$ cat src/core/t1dp_params.svh
`ifndef T1DP_PARAMS_SVH
`define T1DP_PARAMS_SVH
// ----------------------------------------
// Timing
// ----------------------------------------
`define T1DP_CLK_MHZ 25
`define T1DP_IDLE_NS 2000
`define T1DP_IDLE_CYC ((`T1DP_IDLE_NS * `T1DP_CLK_MHZ) / 1000)
// ----------------------------------------
// Register offsets and responses
// ----------------------------------------
`define T1DP_AW 8
`define T1DP_OFS_CTRL3 8'h00
`define T1DP_OFS_STATUS 8'h04
`define T1DP_OFS_ISTAT 8'h08
`define T1DP_OFS_IMASK 8'h0c
`define T1DP_RESP_OKAY 2'h0
`define T1DP_RESP_SLVERR 2'h2
// ----------------------------------------
// Control fields, events, pin slots
// ----------------------------------------
`define T1DP_C_UNI 0
`define T1DP_C_QRSS 1
`define T1DP_C_LLOC 2
`define T1DP_C_LREM 3
`define T1DP_C_EDGE 4
`define T1DP_CTRL_RST 5'h00
`define T1DP_EV_VIOL 0
`define T1DP_EV_TXLOST 1
`define T1DP_EV_LOSS 2
`define T1DP_NEV 3
`define T1DP_PIN_TP 0
`define T1DP_PIN_TN 1
`define T1DP_PIN_LP 2
`define T1DP_PIN_LN 3
`define T1DP_PIN_LOS 4
`define T1DP_NPIN 5
// ----------------------------------------
// Pattern generator
// ----------------------------------------
`define T1DP_PRBS_W 20
`define T1DP_PRBS_TAP 17
`define T1DP_PRBS_SEED 20'h00001
`endif

$ cat src/core/t1dp_pkg.sv
`include "t1dp_params.svh"
package t1dp_pkg;
	typedef struct packed {
		logic awvalid;
		logic [`T1DP_AW-1:0] awaddr;
		logic wvalid;
		logic [31:0] wdata;
		logic [3:0] wstrb;
		logic bready;
		logic arvalid;
		logic [`T1DP_AW-1:0] araddr;
		logic rready;
	} t1dp_axi_req_s;
	typedef struct packed {
		logic awready;
		logic wready;
		logic bvalid;
		logic [1:0] bresp;
		logic arready;
		logic rvalid;
		logic [31:0] rdata;
		logic [1:0] rresp;
	} t1dp_axi_rsp_s;
	typedef struct packed {
		logic edge_sel;
		logic lb_remote;
		logic lb_local;
		logic qrss;
		logic unipolar;
	} t1dp_ctrl_s;
	typedef struct packed {
		t1dp_axi_rsp_s rsp;
		logic aw_full;
		logic [`T1DP_AW-1:0] awaddr;
		logic w_full;
		logic [31:0] wdata;
		logic [3:0] wstrb;
		t1dp_ctrl_s ctrl;
		logic [`T1DP_NEV-1:0] istat;
		logic [`T1DP_NEV-1:0] imask;
		logic irq;
		logic [`T1DP_NPIN-1:0] pin_s1;
		logic [`T1DP_NPIN-1:0] pin_s2;
		logic ler_prev;
		logic bpv_prev;
		logic bpv_pend;
		logic tx_pol;
		logic loop_pos;
		logic loop_neg;
		logic line_pos;
		logic line_neg;
		logic cap_pos;
		logic cap_neg;
		logic cap_viol;
		logic rx_pol;
		logic rx_pos;
		logic rx_neg;
		logic rx_clk;
		logic tck_was;
		logic los_was;
	} t1dp_state_s;
endpackage

$ cat src/core/t1dp_pin_mon.sv
`timescale 1ns/1ns
`default_nettype none
`include "t1dp_params.svh"
module t1dp_pin_mon
	import t1dp_pkg::*;
#(
	parameter int IDLE_CYC = `T1DP_IDLE_CYC
)
(
	// Clock and reset
	input wire logic i_clk,
	input wire logic i_rst_b,
	input wire logic i_ce,
	// Watched pin
	input wire logic i_pin,
	output logic o_level,
	output logic o_rise,
	output logic o_fall,
	output logic o_active
);
	localparam int CW = $clog2(IDLE_CYC + 1);
	typedef struct packed {
		logic s1;
		logic s2;
		logic s3;
		logic [CW-1:0] idle;
		logic active;
	} t1dp_mon_s;
	t1dp_mon_s q;
	t1dp_mon_s d;
	// ----------------------------------------
	// Synchroniser, edges and activity window
	// ----------------------------------------
	always_comb
	begin
		d = q;
		d.s1 = i_pin;
		d.s2 = q.s1;
		d.s3 = q.s2;
		if (q.s2 != q.s3)
		begin
			d.idle = '0;
			d.active = 1'b1;
		end
		else if (q.idle == CW'(IDLE_CYC))
			d.active = 1'b0;
		else
			d.idle = q.idle + 1'b1;
	end
	always_ff @(posedge i_clk or negedge i_rst_b)
	begin
		if (!i_rst_b)
			q <= '0;
		else if (i_ce)
			q <= d;
	end
	assign o_level = q.s2;
	assign o_rise = q.s2 & ~q.s3;
	assign o_fall = ~q.s2 & q.s3;
	assign o_active = q.active;
endmodule
`default_nettype wire

$ cat src/core/t1dp_port.sv
`timescale 1ns/1ns
`default_nettype none
`include "t1dp_params.svh"
module t1dp_port
	import t1dp_pkg::*;
#(
	parameter int IDLE_CYC = `T1DP_IDLE_CYC
)
(
	// Clock and reset
	input wire logic i_clk,
	input wire logic i_rst_b,
	input wire logic i_ce,
	// Register bus
	input wire t1dp_axi_req_s i_axi,
	output t1dp_axi_rsp_s o_axi,
	// System side clocks and data
	input wire logic i_mclk,
	input wire logic i_transmit_clock,
	input wire logic i_tx_positive,
	input wire logic i_tx_negative,
	output logic o_rx_positive,
	output logic o_rx_negative,
	output logic o_rx_clock,
	// Line side
	input wire logic i_line_clock,
	input wire logic i_line_pos,
	input wire logic i_line_neg,
	input wire logic i_signal_loss,
	output logic o_line_pos,
	output logic o_line_neg,
	// Interrupt
	output logic o_irq
);
	t1dp_state_s q;
	t1dp_state_s d;
	logic mc_lvl;
	logic mc_rise;
	logic mc_fall;
	logic tc_lvl;
	logic tc_rise;
	logic tc_fall;
	logic tc_act;
	logic lc_lvl;
	logic lc_rise;
	logic lc_fall;
	logic prbs_bit;
	logic prbs_step;
	// ----------------------------------------
	// Clock monitors and pattern generator
	// ----------------------------------------
	t1dp_pin_mon #(.IDLE_CYC(IDLE_CYC)) u_mclk
	(
		.i_clk(i_clk),
		.i_rst_b(i_rst_b),
		.i_ce(i_ce),
		.i_pin(i_mclk),
		.o_level(mc_lvl),
		.o_rise(mc_rise),
		.o_fall(mc_fall),
		.o_active()
	);
	t1dp_pin_mon #(.IDLE_CYC(IDLE_CYC)) u_transmit_clock
	(
		.i_clk(i_clk),
		.i_rst_b(i_rst_b),
		.i_ce(i_ce),
		.i_pin(i_transmit_clock),
		.o_level(tc_lvl),
		.o_rise(tc_rise),
		.o_fall(tc_fall),
		.o_active(tc_act)
	);
	t1dp_pin_mon #(.IDLE_CYC(IDLE_CYC)) u_lclk
	(
		.i_clk(i_clk),
		.i_rst_b(i_rst_b),
		.i_ce(i_ce),
		.i_pin(i_line_clock),
		.o_level(lc_lvl),
		.o_rise(lc_rise),
		.o_fall(lc_fall),
		.o_active()
	);
	t1dp_prbs u_prbs
	(
		.i_clk(i_clk),
		.i_rst_b(i_rst_b),
		.i_ce(i_ce),
		.i_step(prbs_step),
		.o_bit(prbs_bit)
	);
	// ----------------------------------------
	// Clock selection
	// ----------------------------------------
	logic tx_lvl;
	logic tx_rise;
	logic tx_strobe;
	logic rs_lvl;
	logic rs_rise;
	logic rs_fall;
	logic signal_loss;
	always_comb
	begin
		signal_loss = q.pin_s2[`T1DP_PIN_LOS];
		tx_lvl = tc_act ? tc_lvl : mc_lvl;
		tx_rise = tc_act ? tc_rise : mc_rise;
		tx_strobe = tc_act ? tc_fall : mc_fall;
		if (signal_loss)
		begin
			rs_lvl = mc_lvl;
			rs_rise = mc_rise;
			rs_fall = mc_fall;
		end
		else if (q.ctrl.lb_local)
		begin
			rs_lvl = tx_lvl;
			rs_rise = tx_rise;
			rs_fall = tx_strobe;
		end
		else
		begin
			rs_lvl = lc_lvl;
			rs_rise = lc_rise;
			rs_fall = lc_fall;
		end
	end
	assign prbs_step = tx_strobe & q.ctrl.qrss;
	// ----------------------------------------
	// Transmit path
	// ----------------------------------------
	logic tp;
	logic tn;
	logic ler_in;
	logic bpv_in;
	logic ler_rise;
	logic bpv_rise;
	logic mark;
	logic vio;
	logic pol;
	logic sp;
	logic sn;
	always_comb
	begin
		tp = q.pin_s2[`T1DP_PIN_TP];
		tn = q.pin_s2[`T1DP_PIN_TN];
		ler_in = q.ctrl.qrss & tp;
		bpv_in = (q.ctrl.unipolar | q.ctrl.qrss) & tn;
		ler_rise = ler_in & ~q.ler_prev;
		bpv_rise = bpv_in & ~q.bpv_prev;
		mark = q.ctrl.qrss ? (prbs_bit ^ ler_rise) : tp;
		vio = q.bpv_pend | bpv_rise;
		pol = vio ? q.tx_pol : ~q.tx_pol;
		if (!q.ctrl.qrss && !q.ctrl.unipolar)
		begin
			sp = tp;
			sn = tn;
		end
		else
		begin
			sp = mark & pol;
			sn = mark & ~pol;
		end
	end
	// ----------------------------------------
	// Receive capture
	// ----------------------------------------
	logic cp;
	logic cn;
	logic cviol;
	always_comb
	begin
		cp = q.ctrl.lb_local ? q.loop_pos : q.pin_s2[`T1DP_PIN_LP];
		cn = q.ctrl.lb_local ? q.loop_neg : q.pin_s2[`T1DP_PIN_LN];
		cviol = (cp & cn) | ((cp | cn) & (cp == q.rx_pol));
	end
	// ----------------------------------------
	// Next state
	// ----------------------------------------
	logic [`T1DP_NEV-1:0] ev;
	logic [`T1DP_NEV-1:0] clr;
	logic [31:0] rd;
	logic rd_ok;
	always_comb
	begin
		d = q;
		ev = '0;
		clr = '0;
		rd = '0;
		rd_ok = 1'b1;
		d.pin_s1 = {i_signal_loss, i_line_neg, i_line_pos,
			i_tx_negative, i_tx_positive};
		d.pin_s2 = q.pin_s1;
		// Transmit sampling
		if (tx_strobe)
		begin
			d.ler_prev = ler_in;
			d.bpv_prev = bpv_in;
			if (!q.ctrl.qrss && !q.ctrl.unipolar)
				d.bpv_pend = 1'b0;
			else if (mark)
			begin
				d.tx_pol = pol;
				d.bpv_pend = 1'b0;
			end
			else
				d.bpv_pend = vio;
			d.loop_pos = sp;
			d.loop_neg = sn;
			if (q.ctrl.lb_remote)
			begin
				d.line_pos = q.cap_pos;
				d.line_neg = q.cap_neg;
			end
			else
			begin
				d.line_pos = sp;
				d.line_neg = sn;
			end
		end
		// Receive side
		d.rx_clk = rs_lvl;
		if (rs_rise)
		begin
			d.cap_pos = cp;
			d.cap_neg = cn;
			d.cap_viol = cviol;
			ev[`T1DP_EV_VIOL] = cviol;
			if (cp | cn)
				d.rx_pol = cp;
		end
		if (q.ctrl.edge_sel ? rs_rise : rs_fall)
		begin
			if (q.ctrl.unipolar)
				d.rx_pos = q.cap_pos | q.cap_neg;
			else
			begin
				d.rx_pos = q.cap_pos;
				d.rx_neg = q.cap_neg;
			end
		end
		if (rs_fall && q.ctrl.unipolar)
			d.rx_neg = q.cap_viol;
		// Events
		d.tck_was = tc_act;
		d.los_was = signal_loss;
		ev[`T1DP_EV_TXLOST] = q.tck_was & ~tc_act;
		ev[`T1DP_EV_LOSS] = signal_loss & ~q.los_was;
		// Write channel
		if (i_axi.awvalid && q.rsp.awready)
		begin
			d.aw_full = 1'b1;
			d.awaddr = i_axi.awaddr;
		end
		if (i_axi.wvalid && q.rsp.wready)
		begin
			d.w_full = 1'b1;
			d.wdata = i_axi.wdata;
			d.wstrb = i_axi.wstrb;
		end
		if (q.rsp.bvalid && i_axi.bready)
			d.rsp.bvalid = 1'b0;
		if (q.aw_full && q.w_full && !q.rsp.bvalid)
		begin
			d.aw_full = 1'b0;
			d.w_full = 1'b0;
			d.rsp.bvalid = 1'b1;
			d.rsp.bresp = `T1DP_RESP_OKAY;
			unique case (q.awaddr)
				`T1DP_OFS_CTRL3:
				begin
					if (q.wstrb[0])
						d.ctrl = q.wdata[4:0];
				end
				`T1DP_OFS_STATUS:
				begin
				end
				`T1DP_OFS_ISTAT:
				begin
					if (q.wstrb[0])
						clr = q.wdata[`T1DP_NEV-1:0];
				end
				`T1DP_OFS_IMASK:
				begin
					if (q.wstrb[0])
						d.imask = q.wdata[`T1DP_NEV-1:0];
				end
				default:
					d.rsp.bresp = `T1DP_RESP_SLVERR;
			endcase
		end
		d.rsp.awready = ~d.aw_full & ~d.rsp.bvalid;
		d.rsp.wready = ~d.w_full & ~d.rsp.bvalid;
		// Read channel
		unique case (i_axi.araddr)
			`T1DP_OFS_CTRL3:
				rd = {27'h0, q.ctrl};
			`T1DP_OFS_STATUS:
				rd = {29'h0, signal_loss, q.ctrl.lb_local, tc_act};
			`T1DP_OFS_ISTAT:
				rd = {29'h0, q.istat};
			`T1DP_OFS_IMASK:
				rd = {29'h0, q.imask};
			default:
				rd_ok = 1'b0;
		endcase
		if (q.rsp.rvalid && i_axi.rready)
			d.rsp.rvalid = 1'b0;
		if (i_axi.arvalid && q.rsp.arready)
		begin
			d.rsp.rvalid = 1'b1;
			d.rsp.rdata = rd;
			d.rsp.rresp = rd_ok ? `T1DP_RESP_OKAY : `T1DP_RESP_SLVERR;
		end
		d.rsp.arready = ~d.rsp.rvalid;
		// Sticky status, set wins over clear
		d.istat = (q.istat & ~clr) | ev;
		d.irq = |(d.istat & d.imask);
	end
	// ----------------------------------------
	// State register
	// ----------------------------------------
	always_ff @(posedge i_clk or negedge i_rst_b)
	begin
		if (!i_rst_b)
		begin
			q <= '0;
			q.ctrl <= `T1DP_CTRL_RST;
		end
		else if (i_ce)
			q <= d;
	end
	// ----------------------------------------
	// Outputs
	// ----------------------------------------
	assign o_axi = q.rsp;
	assign o_rx_positive = q.rx_pos;
	assign o_rx_negative = q.rx_neg;
	assign o_rx_clock = q.rx_clk;
	assign o_line_pos = q.line_pos;
	assign o_line_neg = q.line_neg;
	assign o_irq = q.irq;
endmodule
`default_nettype wire

$ cat src/core/t1dp_prbs.sv
`timescale 1ns/1ns
`default_nettype none
`include "t1dp_params.svh"
module t1dp_prbs
	import t1dp_pkg::*;
(
	// Clock and reset
	input wire logic i_clk,
	input wire logic i_rst_b,
	input wire logic i_ce,
	// Pattern
	input wire logic i_step,
	output logic o_bit
);
	logic [`T1DP_PRBS_W-1:0] q;
	logic [`T1DP_PRBS_W-1:0] d;
	// ----------------------------------------
	// Test pattern shift register
	// ----------------------------------------
	always_comb
	begin
		d = q;
		if (i_step)
			d = {q[`T1DP_PRBS_W-2:0],
				q[`T1DP_PRBS_W-1] ^ q[`T1DP_PRBS_TAP-1]};
	end
	always_ff @(posedge i_clk or negedge i_rst_b)
	begin
		if (!i_rst_b)
			q <= `T1DP_PRBS_SEED;
		else if (i_ce)
			q <= d;
	end
	assign o_bit = q[`T1DP_PRBS_W-1];
endmodule
`default_nettype wire

$ cat config.mk
export PLATFORM = sky130hd
export DESIGN_NAME = t1dp_port
export DESIGN_NICKNAME = d
export VERILOG_FILES = /design/src/core/t1dp_pkg.sv /design/src/core/t1dp_pin_mon.sv /design/src/core/t1dp_port.sv /design/src/core/t1dp_prbs.sv
export VERILOG_INCLUDE_DIRS = /design/src /design/src/core
export SDC_FILE = /design/constraint.sdc
export NUM_CORES = 1
export LEC_CHECK = 0
export BUFFER_PORTS_ARGS = -buffer_cell sky130_fd_sc_hd__clkbuf_2
export CAP_MARGIN = 5
export CORE_UTILIZATION = 54
export DETAILED_ROUTE_END_ITERATION = 7
export PLACE_DENSITY = 0.8
export SLEW_MARGIN = 20
export SYNTH_ARGS = -nofsm -noshare
export SYNTH_HDL_FRONTEND = slang
export SYNTH_SLANG_ARGS = --single-unit
$ cat constraint.sdc
create_clock -name i_clk -period 2.6 [get_ports i_clk]
set_clock_uncertainty 0.2 [all_clocks]
set_input_delay 0.26 -clock i_clk [delete_from_list [all_inputs] [get_ports i_clk]]
set_output_delay 0.26 -clock i_clk [all_outputs]
set_load 0.05 [all_outputs]
# After elaboration in Yosys (flattened, before gate mapping)
# Cells that the tools add are included.
# W data, S select, Z words.
[classes]
addsub = 1
reduce_logical = 33
muxes = 45
magnitude_cmp = 0
n_div = 0
n_eq_ne = 11
n_bitwise = 47
multipliers = 0
n_shift = 0
[op_table]
columns = ["cell", "count"]
rows = [
  ["$mux W37", 1],
  ["$mux W35", 1],
  ["$eq A8 B4 Y1 const B", 4],
  ["$mux W1", 29],
  ["$mux W3", 7],
  ["$pmux W5 S4", 1],
  ["$reduce_and A2 Y1", 10],
  ["$and A1 B1 Y1", 19],
  ["$not A1 Y1", 17],
  ["$eq A8 B3 Y1 const B", 2],
  ["$logic_not A8 Y1", 2],
  ["$logic_and A1 B1 Y1", 9],
  ["$mux W9", 1],
  ["$reduce_and A4 Y1", 2],
  ["$reduce_or A4 Y1", 2],
  ["$mux W7", 1],
  ["$add A6 B1 Y6 const B", 1],
  ["$and A3 B3 Y3", 2],
  ["$eq A6 B6 Y1 const B", 1],
  ["$mux W2", 3],
  ["$mux W6", 1],
  ["$reduce_and A3 Y1", 2],
  ["$or A1 B1 Y1", 5],
  ["$ne A2 B1 Y1 const B", 2],
  ["other kinds (8)", 12],
]
[totals]
regBits = 162
output_inout_bits = 47
ram_bits = 0
latch_bits = 0
mem_bits_ro = 0
input_bits = 68
word_cells = 189
n_memories = 0

# Logic depth before layout (Yosys ltp)
# Gate-level depths: netlist of run 1.
[logic_depth]
ltp_word = 9
depth_mapped = 8
depth_no_buf = 7

# Cells and area by module
# A second synthesis of run 1 with hierarchy kept.
[hier_totals]
cells_unflattened = 538
area_unflattened_um2 = 6037.0
[modules_own_cells]
columns = ["mod", "instances", "seq_area_each_um2", "cells_per_inst", "area_each_um2"]
rows = [
  ["t1dp_port", 1, 1676.6, 320, 3545.9],
  ["t1dp_pin_mon", 3, 250.2, 58, 550.5],
  ["t1dp_prbs", 1, 501.7, 44, 839.6],
]

# Worst setup path after synthesis of run 1
# Ideal clock, no wire load.
[synth_path]
path_kind = "register -> register"
startpoint = "reg q[77] in the netlist's numbering"
endpoint = "reg q, in the netlist o_irq"
t_arrival_ns = 1.928
path_slack_ns = 0.322
required_ns = 2.250
setup_time_ns = 0.150
stages_incl_launch_ff = 6
synth_period_minus_slack_ns = 2.278
n_path_buf = 0
path_cell_list = "dfrtp_1 -> or4_4 -> or4_4 -> mux2_1 -> o21ai_0 -> a41oi_1"
[synth_between]
elab_chain_cells = 8
elab_cells_between_ends = 11
cone_classes = "eq/ne (2); mux (4); bitwise (4); reduce/logical (1)"
[synth_lines]
columns = ["element", "line", "rtl"]
rows = [
  ["from (decl)", "t1dp_port.sv:35", "t1dp_state_s q;"],
  ["$eq A8 B4 Y1", "t1dp_port.sv:269", "unique case (q.awaddr)"],
  ["$mux W3", "t1dp_port.sv:269", ""],
  ["$mux W3", "t1dp_port.sv:263", "if (q.aw_full && q.w_full && !q.rsp.bvalid)"],
  ["$not A3 Y3", "t1dp_port.sv:317", "d.istat = (q.istat & ~clr) | ev;"],
  ["$and A3 B3 Y3", "t1dp_port.sv:317", ""],
  ["$or A3 B3 Y3", "t1dp_port.sv:317", ""],
  ["$and A3 B3 Y3 (*)", "t1dp_port.sv:318", "d.irq = |(d.istat & d.imask);"],
  ["$reduce_or A3 Y1 (*)", "t1dp_port.sv:318", ""],
]
# Every way passes the cells marked *; elsewhere a longest branch is shown, timed or not.
# A chain may end at the register's enable or synchronous reset.

# Worst setup path after layout of run 1
# Same ends and word-level chain as after synthesis.

==> results of run 1 <==
## registers in the layout, indices dropped and copies added (netlist names)
| name | cells |
|---|---|
| o_irq | 1 |
| o_rx_clock | 1 |
| u_mclk.d | 1 |
| o_line_pos | 1 |
| u_lclk.d | 1 |
| u_prbs.q | 20 |
| d | 6 |
| o_rx_positive | 1 |
| q | 43 |
| u_mclk.o_level | 1 |
| u_lclk.q | 1 |
| u_transmit_clock.o_level | 1 |
| o_axi | 12 |
| u_lclk.o_level | 1 |
| o_rx_negative | 1 |
| u_transmit_clock.q | 7 |
| u_mclk.q | 1 |
| u_transmit_clock.o_active | 1 |
| o_line_neg | 1 |
| u_transmit_clock.d | 1 |
## Yosys cell counts, drive strengths merged (2+ instances only)
| master | count | area (sq um) |
|---|---|---|
| dfrtp | 102 | 2552 |
| mux2 | 65 | 731.9 |
| buf | 43 | 315.3 |
| nand2 | 42 | 157.7 |
| o21ai | 28 | 140.1 |
| inv | 16 | 60.06 |
| a21oi | 14 | 70.07 |
| nor2 | 12 | 45.04 |
| clkbuf | 11 | 41.29 |
| nor2b | 10 | 62.56 |
| nand3 | 9 | 45.04 |
| nand2b | 8 | 50.05 |
| a31oi | 6 | 37.54 |
| a21boi | 5 | 37.54 |
| or2 | 5 | 31.28 |
| a221oi | 4 | 35.03 |
| ha | 4 | 50.05 |
| mux2i | 4 | 40.04 |
| nor3 | 4 | 20.02 |
| nor3b | 4 | 30.03 |
| nor4 | 4 | 31.28 |
| a22o | 3 | 26.28 |
| a22oi | 3 | 22.52 |
| a41oi | 3 | 26.28 |
| nand3b | 3 | 22.52 |
| o22ai | 3 | 18.77 |
| xnor2 | 3 | 26.28 |
| a21o | 2 | 15.01 |
| a32o | 2 | 20.02 |
| and2 | 2 | 12.51 |
| o31ai | 2 | 15.01 |
| or3 | 2 | 12.51 |
| or4 | 2 | 22.52 |
| xor2 | 2 | 17.52 |
## metal layers
layer	vias to the layer above	share of wire	GRT usage
met1	1742	0.43	0.2767
met3	24	0.045	0.04295
met5	-	0	0
li1	1662	-	-
met2	119	0.49	0.3819
met4	0	0.028	0.1183
## through the flow
stage	worst slack (ns)	std cells
5_1_grt	0.1319	634
4_1_cts	0.2132	634
6_report	0.1968	634
3_5_place_dp	0.2053	592
3_3_place_gp	0.2743	592
2_1_floorplan	0.3220	475
## worst paths after layout
kind	depth (start not counted)	endpoint	startpoint	slack [ns]
min in group asynchronous	2	o_axi[38]	i_rst_b	0.26
worst min-delay path	2	q[75]	i_ce	0.09
worst max-delay path	5	o_irq	q[77]	0.20
worst min register to register	2	q[6]	q[6]	0.29
worst max register to register	5	o_irq	q[77]	0.20
max in group asynchronous	3	q[47]	i_rst_b	1.25
## layout make-up
| class | instances | area, sq um |
|---|---|---|
| Clock buffer | 9 | 123.9 |
| Clock inverter | 7 | 83.83 |
| Fill cell | 713 | 3136 |
| Inverter | 16 | 60.06 |
| Multi-Input combinational cell | 302 | 2108 |
| Sequential cell | 103 | 2579 |
| Tap cell | 108 | 135.1 |
| Timing Repair Buffer | 89 | 623.1 |
## what timing repair did
item,4_1_cts,5_1_grt
setup buffers,0,0
hold buffers,26,0
endpoints found under the hold margin,68,0
## worst max-delay path, delay by kind of cell (launching register included)
family,cells,cell delay (ns)
flops,1,0.39
mux,1,0.33
compound gates,2,0.22
simple gates,2,1.14
## kinds of logic after synthesis
| group | after synthesis | synth area share |
|---|---|---|
| fa+ha+maj | 4 | 0.01001 |
| compound gates | 81 | 0.1034 |
| other cells | 1 | 0.0007502 |
| mux | 70 | 0.1589 |
| xor+xnor | 5 | 0.008763 |
| buf+inv | 70 | 0.08336 |
| simple gates | 113 | 0.1189 |
| flops | 103 | 0.5159 |
## power by group
group	internal, mW	leakage (nW)	switching, mW
combinational	0.474	1.26	0.736
sequential	1.93	1.29	0.329
clock	0.464	0.103	0.586
total	2.87	2.66	1.65
==> flow_summary.yaml, run 1 <==
place:
  gp_congestion: 0.8461
  placed_area_sq_um: 5245
  portBuffers: 55
  dp_hpwl_um: 6519
clocking:
  cts.sinks: 103
  clock_path_buffers: 2
  cts_root_buf: "clkbuf_8"
  tritoncts: "built"
  ctsResizeCount: 0
  worstSkewPairLatency_ns: 0.37
  cts_made_buffers: 9
  clk_pin_slew_worst_paths_ns: 0.10
  h-tree-depth: 3
drt:
  drtIter0Drc: 164
  routed_wl_um: 9962
  dr.pass1.iters: 8
  wl_per_cell_um: 15.71
  avgViaCountPerCell: 5.595
  drc: 12
  ant_nets: 0
  vias: 3547
global_routing:
  grt_max_degree: 49
  grt_pass1_vias: 3638
  overflow: 0
  antenna_found_initial: 0
  grt_pass1_wl_um: 17010
  grt_use_total: 0.2260
run_status:
  violations: "design-rule violations"
  status: "finished with violations"
synth:
  synthFlopType: "dfrtp_1"
  ys_types: 53
  syn-cell-area_sq_um: 4999
  syn_inst: 447
  synth_edf_count: 0
  ys_seq_area_frac: 0.5159
  ys_async_sr_fraction: 1.000
  ys.warnings.count: 0
  ys_ff_latch: 103
  synth_area_per_cell_sq_um: 11.18
sta:
  post-route-min-period_ns: 2.403
  max_freq_ghz: 0.4161
  setup_viol: 0
  slew_headroom: 0.6094
  drv_slew: 0
  finalHoldViolations: 0
  fin_crit_sh: 0.9243
  max_slew.worst_pin.slew_ns: 0.5859
  whs_ns: 0.08733
  finalSetupTns_ns: 0
  rsz0062_at_grt: "false"
worst_setup_path:
  slowest_stage: "or4_4"
  cp-start-kind: "flip-flop"
  crit_chain: "or4_4, or4_4, mux2_1, o21ai_0, a41oi_1"
  crit_top_cell: "or4_4"
  cp.arrival_ns: 2.44
  required_ns: 2.64
  max_stage_delay_ns: 0.58
  worstSetupPathType: "flip-flop to flip-flop"
  crit_path_end_kind: "flip-flop"
  critPathMaxFanout: 5
layout:
  diodes: 0
  syn2layout_area_growth_pct: 14.29
  nets: 593
  final_design_area_no_fill_sq_um: 5713
  layout_common_cells: "102 x dfrtp_1, 63 x mux2_2, 54 x clkbuf_2"
  drive_gt1_frac: 0.2928
  layout_commonest_cell: "dfrtp_1"
  fin_util: 0.6456
floorplan:
  row_count: 34
  fp.coreArea_sq_um: 8848
  dieWidth_um: 98.21
  die_y_um: 98.21
  initial_core_util: 0.5649
  io_pins: 115
  die_area_sq_um: 9645
power_and_ir_drop:
  p_leak_nw: 2.657
  power_density_nw_per_um2: 790.7
  vdd_drop_max_v: 0.0003277
  power_mw: 4.517
flow_run:
  maxCapViolCount: 0
min_path:
  hold_class: "primary input to flip-flop"
No activity file was read; power rests on OpenSTA's default activity.
==> inputs of run 2 (changes only) <==
--- a/config.mk
+++ b/config.mk
@@ -8,9 +8,8 @@
 export LEC_CHECK = 0
 export BUFFER_PORTS_ARGS = -buffer_cell sky130_fd_sc_hd__clkbuf_2
 export CAP_MARGIN = 5
-export CORE_UTILIZATION = 54
+export CORE_UTILIZATION = 33
 export DETAILED_ROUTE_END_ITERATION = 7
-export PLACE_DENSITY = 0.8
 export SLEW_MARGIN = 20
 export SYNTH_ARGS = -nofsm -noshare
 export SYNTH_HDL_FRONTEND = slang
==> run 2 against run 1 <==
Sequential share of layout area decreased by 1.5 points. Worst setup slack improved by 0.016 ns. The run now ends clean. Count of clock-buffer cells in the layout increased by 2. Highest routed layer unchanged.
==> flow_summary.yaml, run 2 (synthesis results as in run 1) <==
layout:
  multi_input_area_sq_um: 2108
  diodes: 0
  layout_common_cells: "102 x dfrtp_1, 63 x mux2_2, 54 x clkbuf_2"
  layout_commonest_cell: "dfrtp_1"
  regArea_sq_um: 2579
  final_design_area_no_fill_sq_um: 5911
  nFillCells: 1433
  syn2layout_area_growth_pct: 18.25
  largest_register_ffs: 43
  drive_gt1_frac: 0.2920
  nets: 591
  top_register: "q"
worst_setup_path:
  crit_chain: "or4_4, or4_4, mux2_1, o21ai_0, a41oi_1"
  crit_path_end_kind: "flip-flop"
  critPathTopFamily: "simple AND/OR/NAND/NOR gates"
  cp.depth: 5
  worstSetupPathType: "flip-flop to flip-flop"
  required_ns: 2.61
  cp.arrival_ns: 2.40
  crit_top_cell: "or4_4"
  critPathBufInv: 0
  rr_worst_depth: 5
  critPathMaxFanout: 5
  cp-start-kind: "flip-flop"
  max_stage_delay_ns: 0.58
  slowest_stage: "or4_4"
global_routing:
  grt_pass1_vias: 3356
  overflow: 0
  use_met1: 0.1709
  antenna_found_initial: 0
  grt_max_degree: 47
  grt_use_total: 0.1309
  grt_pass1_wl_um: 16420
  grt_most_used_layer: "met2"
  met2_usage: 0.2110
  grtUsageMet3: 0.04279
floorplan:
  die_y_um: 125.1
  die_area_sq_um: 15640
  row_count: 44
  fp.coreArea_sq_um: 14640
  initial_core_util: 0.3413
  io_pins: 115
  dieWidth_um: 125.1
place:
  dp_hpwl_um: 6814
  portBuffers: 55
  placed_area_sq_um: 5340
  gp_congestion: 0.7733
flow_run:
  maxCapViolCount: 0
power_and_ir_drop:
  clockPowerShare: 0.300
  switching_share: 0.3318
  power_density_nw_per_um2: 831.4
  p_leak_nw: 2.703
  power.share.combinational: 0.242
  netSwitchingPower_mw: 1.630
  power.internal_mw: 3.284
  vdd_drop_max_v: 0.0007016
  seqPwrFrac: 0.458
clocking:
  post_cts_buffers: 0
  clk_pin_slew_worst_paths_ns: 0.07
  h-tree-depth: 3
  clock_path_buffers: 2
  cts_root_buf: "clkbuf_16"
  tritoncts: "built"
  worstSkewPairLatency_ns: 0.34
  cts_made_buffers: 9
  holdBufCountCts: 24
  ctsResizeCount: 0
  cts.sinks: 103
sta:
  finalHoldViolations: 0
  post-route-min-period_ns: 2.387
  whs_ns: 0.02382
  rsz0062_at_grt: "false"
  max_freq_ghz: 0.4189
  drv_slew: 0
  fin_crit_sh: 0.9181
  finalSetupTns_ns: 0
  setup_viol: 0
min_path:
  min_delay_path_depth: 3
  hold_class: "primary input to flip-flop"
run_status:
  status: "finished clean"
drt:
  drtIter0Drc: 175
  ant_nets: 0
  routed_wl_um: 9499
  vias: 3431
  dr.pass1.iters: 6
  avgViaCountPerCell: 4.846
  drc: 0
  wl_per_cell_um: 13.42
run 2: path summary, 6_finish.rpt:
check	startpoint	to	slack, ns
max	q[77]	o_irq	0.21
min	i_axi[56]	o_axi[40]	0.02
max reg2reg	q[77]	o_irq	0.21
min reg2reg	o_line_neg	o_line_neg	0.29
max in group asynchronous	i_rst_b	u_prbs.q[0]	1.26
min in group asynchronous	i_rst_b	o_axi[39]	0.19
run 2: stage by stage:
step / instances / utilization / worst slack, ns / total power [mW]
2_1_floorplan: 475 / - / 0.3220 / 3.182
3_3_place_gp: 668 / 0.3647 / 0.2584 / 3.397
3_5_place_dp: 668 / 0.3647 / 0.2252 / 3.448
4_1_cts: 708 / 0.4036 / 0.1985 / 4.983
5_1_grt: 708 / 0.4036 / 0.09677 / 5.226
6_report: 708 / 0.4036 / 0.2129 / 4.914
run 2: routing by layer:
metal,up-vias,part of all wire
li1,1665,-
met1,1681,0.49
met2,83,0.46
met3,2,0.043
met4,0,0.0038
met5,-,0
run 2: area by class of cell:
cell class | instances | area share
Multi-Input combinational cell | 302 | 0.3567
Timing Repair Buffer | 87 | 0.1020
Clock buffer | 11 | 0.04107
Sequential cell | 103 | 0.4363
Tap cell | 184 | 0.03895
Clock inverter | 5 | 0.01482
Inverter | 16 | 0.01016
run 2: worst register-to-register path: stages, from the launching register on:
cell and delay, ns:
dfrtp_1 0.37, or4_4 0.58, or4_4 0.56, mux2_1 0.32, o21ai_0 0.08, a41oi_1 0.14
run 2: power by group through the flow:
stage,sequential (mW),clock [mW],combinational (mW)
2_1_floorplan,2.28,0,0.900
3_3_place_gp,2.25,0,1.14
3_5_place_dp,2.28,0,1.17
4_1_cts,2.25,1.53,1.20
5_1_grt,2.31,1.60,1.32
6_report,2.25,1.47,1.19
